$ cat config.mk
export PLATFORM = sky130hd
export DESIGN_NAME = dcg_clock_gate
export DESIGN_NICKNAME = d
export VERILOG_FILES = /design/src/hw/dcg_pkg.sv /design/src/hw/dcg_sel_if.sv /design/src/hw/dcg_clock_gate.sv /design/src/hw/dcg_gate_sel.sv
export SDC_FILE = /design/constraint.sdc
export NUM_CORES = 1
export LEC_CHECK = 0
export BUFFER_PORTS_ARGS = -buffer_cell sky130_fd_sc_hd__buf_2
export CAP_MARGIN = 15
export CORE_MARGIN = 2
export CORE_UTILIZATION = 30
export CTS_CLUSTER_SIZE = 10
export DETAILED_ROUTE_END_ITERATION = 12
export GPL_TIMING_DRIVEN = 0
export HOLD_SLACK_MARGIN = 0.05
export PLACE_DENSITY = 0.56
export RECOVER_POWER = 25
export SYNTH_ARGS = -nofsm -noshare
export SYNTH_HDL_FRONTEND = slang
export SYNTH_SLANG_ARGS = --single-unit
export TNS_END_PERCENT = 50
$ cat constraint.sdc
create_clock -name clk_i -period 3.2 [get_ports clk_i]
set_input_delay 0.32 -clock clk_i [delete_from_list [all_inputs] [get_ports clk_i]]
set_output_delay 0.32 -clock clk_i [all_outputs]
set_load 0.02 [all_outputs]
$ cat src/hw/dcg_pkg.sv
// Constants and types shared by the deep-sleep clock gate block
package dcg_pkg;
    // Bus geometry
    localparam int DATA_W = 32;
    localparam int ADDR_W = 12;
    localparam int SEL_W = 4;
    // Register byte offsets
    localparam logic [11:0] OFS_DEEP_GATE = 12'h128;
    localparam logic [11:0] OFS_FAULT_STAT = 12'h130;
    localparam logic [11:0] OFS_FAULT_MASK = 12'h134;
    localparam logic [11:0] OFS_CLK_EN = 12'h138;
    // Reset values and writable bits of the gate layout
    localparam logic [31:0] GATE_RESET = 32'h0000_0000;
    localparam logic [31:0] GATE_WR_MASK = 32'h5000_007f;
    localparam logic [31:0] ZERO_WORD = 32'h0000_0000;
    // Field positions
    localparam int PHY_BIT = 30;
    localparam int MAC_BIT = 28;
    localparam int PORT_LO = 0;
    localparam int PORT_HI = 6;
    // Power state of the processor
    typedef enum logic [1:0] {
        PWR_RUN,
        PWR_SLEEP,
        PWR_DEEP
    } dcg_pwr_e;
endpackage : dcg_pkg

$ cat src/hw/dcg_sel_if.sv
// Signals between the register front end and the enable selector
interface dcg_sel_if;
    logic [31:0] run_gate;   // Run-mode enables
    logic [31:0] sleep_gate; // Sleep-mode enables
    logic [31:0] deep_gate;  // Deep-sleep enables
    logic auto_sel;          // Automatic gating select
    logic [1:0] state;       // Raw power state code
    logic [31:0] clk_en;     // Selected unit clock enables
    modport top (
        output run_gate, sleep_gate, deep_gate, auto_sel, state,
        input clk_en
    );
    modport sel (
        input run_gate, sleep_gate, deep_gate, auto_sel, state,
        output clk_en
    );
endinterface : dcg_sel_if

$ cat src/hw/dcg_clock_gate.sv
// Deep-sleep unit clock gate register with bus fault detection
// Operation
// - Each writable bit clocks one unit
// - Access to gated unit raises bus fault
// - Reset clears every register bit to zero
// - Sleep registers need automatic gating select set
// - Bit 30 enables Ethernet PHY clock
// - Bit 28 enables Ethernet MAC clock
// - Bits 6..0 enable ports G..A
// - Reserved bits read zero, software preserves
//
// Our own choice: the Wishbone interface to the registers.
module dcg_clock_gate (
    // Clock and reset
    input wire logic clk_i,
    input wire logic rst_i,
    // Wishbone slave
    input wire logic cyc_i,
    input wire logic stb_i,
    input wire logic we_i,
    input wire logic [dcg_pkg::ADDR_W-1:0] adr_i,
    input wire logic [dcg_pkg::SEL_W-1:0] sel_i,
    input wire logic [dcg_pkg::DATA_W-1:0] dat_i,
    output logic [dcg_pkg::DATA_W-1:0] dat_o,
    output logic ack_o,
    output logic err_o,
    // Power management context
    input wire logic [31:0] run_gate_i,
    input wire logic [31:0] sleep_gate_i,
    input wire logic auto_gating_select_i,
    input wire logic [1:0] pwr_state_i,
    // Unit side
    output logic [31:0] unit_clk_en_o,
    input wire logic [31:0] unit_req_i,
    output logic [31:0] bus_fault_o,
    // Interrupt
    output logic irq_o
);
    // Register state
    logic [31:0] deep_gate_ff;   // Deep-sleep gate word
    logic [31:0] fault_stat_ff;  // Sticky fault flags
    logic [31:0] fault_mask_ff;  // Interrupt mask
    logic [31:0] fault_ff;       // Fault answer to units
    logic [31:0] dat_ff;         // Read data
    logic ack_ff;
    logic err_ff;
    // Bus decode
    logic req;
    logic hit;
    logic wr_now;
    logic [31:0] bmask;          // Byte enables as bit mask
    logic [31:0] rd_word;
    logic [31:0] fault_set;

    dcg_sel_if sel_if ();

    // Byte lane expansion, one lane per step
    genvar g;
    generate
        for (g = 0; g < dcg_pkg::SEL_W; g++) begin : g_lane
            assign bmask[g*8 +: 8] = {8{sel_i[g]}};
        end
    endgenerate

    // A new request is seen only while no answer stands
    assign req = cyc_i && stb_i && !ack_ff && !err_ff;
    assign hit = (adr_i == dcg_pkg::OFS_DEEP_GATE) || (adr_i == dcg_pkg::OFS_FAULT_STAT)
              || (adr_i == dcg_pkg::OFS_FAULT_MASK) || (adr_i == dcg_pkg::OFS_CLK_EN);
    // Writes land on the edge where the master samples ack
    assign wr_now = ack_ff && we_i;

    // Answer: ack for mapped offsets, err for anything else
    always_ff @(posedge clk_i) begin
        if (rst_i) begin
            ack_ff <= 1'b0;
            err_ff <= 1'b0;
        end else begin
            ack_ff <= req && hit;
            err_ff <= req && !hit;
        end
    end

    // Read mux; reserved positions return zero
    always_comb begin
        rd_word = dcg_pkg::ZERO_WORD;
        unique case (adr_i)
            dcg_pkg::OFS_DEEP_GATE: rd_word = deep_gate_ff & dcg_pkg::GATE_WR_MASK;
            dcg_pkg::OFS_FAULT_STAT: rd_word = fault_stat_ff;
            dcg_pkg::OFS_FAULT_MASK: rd_word = fault_mask_ff;
            dcg_pkg::OFS_CLK_EN: rd_word = sel_if.clk_en;
            default: rd_word = dcg_pkg::ZERO_WORD;
        endcase
    end

    // Read data captured with the answer and held until release
    always_ff @(posedge clk_i) begin
        if (rst_i) begin
            dat_ff <= dcg_pkg::ZERO_WORD;
        end else if (req && hit && !we_i) begin
            dat_ff <= rd_word;
        end
    end

    // Deep-sleep gate word; only documented bits can be written
    always_ff @(posedge clk_i) begin
        if (rst_i) begin
            deep_gate_ff <= dcg_pkg::GATE_RESET;
        end else if (wr_now && adr_i == dcg_pkg::OFS_DEEP_GATE) begin
            // Reserved positions never take a write
            deep_gate_ff <= (deep_gate_ff & ~(bmask & dcg_pkg::GATE_WR_MASK))
                          | (dat_i & bmask & dcg_pkg::GATE_WR_MASK);
        end
    end

    // Interrupt mask, same layout as the gate word
    always_ff @(posedge clk_i) begin
        if (rst_i) begin
            fault_mask_ff <= dcg_pkg::GATE_RESET;
        end else if (wr_now && adr_i == dcg_pkg::OFS_FAULT_MASK) begin
            fault_mask_ff <= (fault_mask_ff & ~(bmask & dcg_pkg::GATE_WR_MASK))
                           | (dat_i & bmask & dcg_pkg::GATE_WR_MASK);
        end
    end

    // A unit access while its clock is off is refused with a fault
    assign fault_set = unit_req_i & ~sel_if.clk_en & dcg_pkg::GATE_WR_MASK;

    // Fault answer repeats the gated request one cycle later, per unit
    always_ff @(posedge clk_i) begin
        if (rst_i) begin
            fault_ff <= dcg_pkg::ZERO_WORD;
        end else begin
            fault_ff <= fault_set;
        end
    end

    // Sticky status: write one clears, a new fault wins over the clear
    always_ff @(posedge clk_i) begin
        if (rst_i) begin
            fault_stat_ff <= dcg_pkg::ZERO_WORD;
        end else if (wr_now && adr_i == dcg_pkg::OFS_FAULT_STAT) begin
            fault_stat_ff <= (fault_stat_ff & ~(dat_i & bmask)) | fault_ff;
        end else begin
            fault_stat_ff <= fault_stat_ff | fault_ff;
        end
    end

    // Selector inputs; the other two gate words live outside
    assign sel_if.run_gate = run_gate_i;
    assign sel_if.sleep_gate = sleep_gate_i;
    assign sel_if.deep_gate = deep_gate_ff;
    assign sel_if.auto_sel = auto_gating_select_i;
    assign sel_if.state = pwr_state_i;

    // Enable selector with registered, glitch-free output
    dcg_gate_sel u_sel (
        .clk_i(clk_i),
        .rst_i(rst_i),
        .sel_if(sel_if.sel)
    );

    // Outputs
    assign unit_clk_en_o = sel_if.clk_en;
    assign bus_fault_o = fault_ff;
    assign dat_o = dat_ff;
    assign ack_o = ack_ff;
    assign err_o = err_ff;
    assign irq_o = |(fault_stat_ff & fault_mask_ff);
endmodule : dcg_clock_gate

$ cat src/hw/dcg_gate_sel.sv
// Power-state selector producing registered unit clock enables
module dcg_gate_sel (
    // Clock and reset
    input wire logic clk_i,
    input wire logic rst_i,
    // Register side
    dcg_sel_if.sel sel_if
);
    // Combinational choice of the active gate word
    logic [31:0] nxt_clk_en;

    // Without automatic gating the run word governs every state
    always_comb begin
        nxt_clk_en = sel_if.run_gate;
        if (sel_if.auto_sel) begin
            unique case (dcg_pkg::dcg_pwr_e'(sel_if.state))
                dcg_pkg::PWR_RUN: nxt_clk_en = sel_if.run_gate;
                dcg_pkg::PWR_SLEEP: nxt_clk_en = sel_if.sleep_gate;
                dcg_pkg::PWR_DEEP: nxt_clk_en = sel_if.deep_gate;
                // Illegal code falls back to run
                default: nxt_clk_en = sel_if.run_gate;
            endcase
        end
        nxt_clk_en = nxt_clk_en & dcg_pkg::GATE_WR_MASK;
    end

    // Registered so that enables only move on a clock boundary
    always_ff @(posedge clk_i) begin
        if (rst_i) begin
            sel_if.clk_en <= dcg_pkg::GATE_RESET;
        end else begin
            sel_if.clk_en <= nxt_clk_en;
        end
    end
endmodule : dcg_gate_sel

==> summary.md <==
| Metric | Value |
|---|---|
| Status | finished clean |
| Static Leak | between 2 and 2.5 nW |
| Postcts setup bufs | 0 |
| Tcrit/Tclk final | 75.9% |
| Global-route wire length before repair | 20900 µm |
| Rel. slew slack | 38.3% |
| Reg-to-reg endpoint | dat_o[24]$_SDFFE_PP0P_ |
| Total CTS buffers | 9 |
| Largest net degree at the start of global routing | 16 |
| Most used cell along the critical path | clkbuf_1 |
| Diodes inserted | 0 |
| Levels on crit path | 7 |
| Core Util, Final | 39.5% |
| CTS Sinks | 102 |
| Synth area leaders | dfxtp_1 44%, mux2i_1 7.8%, buf_4 7.5% |
| Switching Fraction | around a quarter |
| Register area share after synthesis | 44.5% |
| Beginning of the critical path | ack_o$_SDFF_PP0_ |
| Slew Limit Fails | 0 |
| Simple-gate area share of the yosys netlist | about 22% |
| H-tree levels | 3 |
| Final Hold Fails | 0 |
| P_int | 0.00220 W |
| Max cap viols | 0 |
| Async SR Flop Fraction | 0% |
| I/O pins | 251 |
| Crit path buf inv count | 3 |
| Setup tns final | 0 ns |
| Hold Crit Class | in -> reg |
| Area share of fa/ha/maj cells after synthesis | 0.545% |
| Max Used Layer | met4 |
| WL met1 | roughly 6400 µm |
| Max Clock Skew | roughly 0.01 ns |
| DRC | 0 |
| Avg Inst Size Synth | 9.18 µm² |
| Complex-gate fraction of the synthesized area | around 14% |
| Slew at the pin closest to its max-slew limit | 0.926 ns |
| Via Count | between 4000 and 5000 |
| Required time of the critical path | approximately 3.5 ns |
| Detailed-route wire length | 13600 µm |
| First-pass DRT Iterations | 5 |
| Antenna Nets Post-Route | 0 |
| Via-to-Cell Ratio | 4.71 |
| IO buf count | 132 |
| Peak supply drop | 280 µV |
| Area of the multi-input gates | 2200 µm² |
| Final Power | roughly 0.0029 W |
| Max stage delay on crit path | 0.62 ns |
| Post-synth EDFFs | 0 |
| CP Cell Sequence | clkbuf_1, nor4bb_1, nor2b_1, clkbuf_1, clkbuf_1, nand4_1, a21oi_1 |
| Gate Count Post-Synth | 500 |
| Crit. End Element | flip-flop |
| WS Path Type | reg -> reg |
| Max Freq | 412 MHz |
| CP max stage cell | nor4bb_1 |
| Register Area | 2040 µm² |
| Core box area | 15100 µm² |
| Vias in the first global route | 4018 |
| Die width | around 130 µm |
| Wire per inst | 15.5 µm |
| Clock Power Share | a little over two fifths |
| RSZ-0062 raised after global routing | false |
| Reg2reg start | ack_o$_SDFF_PP0_ |
| Clock latency on the worst-skew pair | 0.35 ns |
| Most used DFF post-synth | dfxtp_1 |
| Post-CTS sizing | 0 |
| Pwr per Cell Area | 483 nW/µm² |
| Sequential power share | 45.8% |
| Setup crit end | dat_o[24]$_SDFFE_PP0P_ |
| Overall routing resource usage | between 10% and 20% |
| Largest family of logic cells by synthesized area | simple AND/OR/NAND/NOR gates |
| DIE AREA | approximately 16000 µm² |
| Combinational power share | 10.8% |
| Mapped cell area | 4590 µm² |
| Met3 Routed Length | 980 µm |
| Initial core utilization | 30.4% |
| Final setup vio count | 0 |
| Mux share of post-synthesis cell area | 7.85% |
| Top cell type's share of synthesized area | 44.5% |
| Die Y-Extent | ~130 µm |
| Delay-heaviest family, CP | simple AND/OR/NAND/NOR gates |
| Crit path max fanout | 10 |
| Most frequent cell after synthesis | dfxtp_1 |
| Gr ovfl total | 0 |
| Xor/xnor cell area share of the yosys netlist | 0% |
| Proportion of layout cells with a drive suffix above 1 | 26.0% |
| Post-DP HPWL | 10300 µm |
| NetSw | ~0.00067 W |
| Fin Hold WS | 0.130 ns |
| Max Buffers Root-to-Sink | 2 |
| Row Count | 45 |
| Syn-to-layout area delta | 29.7% |
| Post-synth top cells | 102 x dfxtp_1, 46 x a21oi_1, 46 x buf_4, 39 x nor2_1, 36 x mux2i_1 |
| Root Buffer Master | clkbuf_16 |
| Yosys Warn Count | 0 |
| Initial antenna violation count | 0 |
| CTS tree | done |
| # hold bufs at CTS | 0 |
| Worst path arrival time | 2.71 ns |
| Fin crit period | 2.43 ns |
| Number of fill cells | 1572 |
| R2r setup slk | 0.77 ns |
| DR iter-0 viols | 240 |
| Synth unique cells | 39 |
| R2R cell count | 7 |
| Clk slew on worst S/H paths | 0.07 ns |
| Placer Congestion | 0.801 |
| Startpoint Class | flip-flop |
| Post-layout nets | 842 |
| Area leader, netlist | dfxtp_1 |
| Met2 WL | between 6000 and 7000 µm |
| #FFs+latches synth | 102 |
[power by group through the flow]
stage	logic, W	clock network (W)	registers (W)
2_1_floorplan	0.000185	0	0.00136
3_3_place_gp	0.000305	0	0.00135
3_5_place_dp	0.000307	0	0.00135
4_1_cts	0.000308	0.00128	0.00132
5_1_grt	0.000336	0.00132	0.00132
6_report	0.000309	0.00125	0.00132
[layout make-up]
class                   count  share of cell area [%]
plain buffers              86                    8.55
clock buffers              11                    4.08
clock inverters             4                    1.60
inverters                   3                   0.189
multi-input cells         354                    36.9
flip-flops and latches    102                    34.3
well taps                 188                    3.95
repair buffers            132                    10.4
[per-stage QoR]
stage	setup WS (ns)	instance area, µm²	cells
5_1_grt	0.598	5950	880
6_report	0.770	5950	880
2_1_floorplan	1.10	4760	545
3_3_place_gp	0.778	5660	865
4_1_cts	0.815	5990	880
3_5_place_dp	0.758	5660	865
[cell usage in the layout, fill, tap and decap left out, types with 2 or more instances in the layout]
cell / netlist / layout
o22ai_1: 9 / 9
buf_2: 11 / 111
bufinv_16: 0 / 3
buf_4: 46 / 46
nor4_1: 2 / 2
nor2_1: 39 / 39
ha_1: 2 / 2
or4b_1: 2 / 2
inv_1: 3 / 3
dfxtp_1: 102 / 102
conb_1: 1 / 46
clkbuf_1: 25 / 58
or4_1: 3 / 3
nor3b_4: 3 / 3
a21oi_1: 46 / 46
nand4b_1: 4 / 4
a211oi_1: 9 / 9
nor2b_1: 2 / 2
o21ai_1: 4 / 4
mux2i_1: 36 / 36
nand2b_1: 34 / 34
a22oi_1: 10 / 10
nand4_1: 34 / 34
clkbuf_16: 0 / 9
nor3b_1: 18 / 18
o21ai_0: 28 / 28
nor3_1: 10 / 10
buf_1: 4 / 4
[routing by layer]
metal,up-vias,global-route usage [%]
li1,2074,-
met1,1888,21.9
met2,174,26.5
met3,11,4.51
met4,0,4.33
met5,-,0
[worst min path at each step]
stage / from / to / slack, ns / depth (start not counted)
after floorplan: dat_i[11] / fault_stat_ff[11]$_SDFFE_PP0P_ / 0.41 / 1
after global placement: fault_stat_ff[16]$_SDFFE_PP0P_ / fault_stat_ff[16]$_SDFFE_PP0P_ / 0.43 / 2
after detailed placement: fault_stat_ff[29]$_SDFFE_PP0P_ / fault_stat_ff[29]$_SDFFE_PP0P_ / 0.44 / 2
after CTS: dat_i[24] / fault_stat_ff[24]$_SDFFE_PP0P_ / 0.12 / 2
after global routing: dat_i[24] / fault_stat_ff[24]$_SDFFE_PP0P_ / 0.13 / 2
final: dat_i[25] / fault_stat_ff[25]$_SDFFE_PP0P_ / 0.13 / 2
[cells by family after synthesis]
logic type | Yosys count
flops | 102
mux | 36
buf+inv | 89
other cells | 1
fa+ha+maj | 2
compound gates | 111
simple gates | 159
Note: power is estimated with default switching activity, not from simulation.
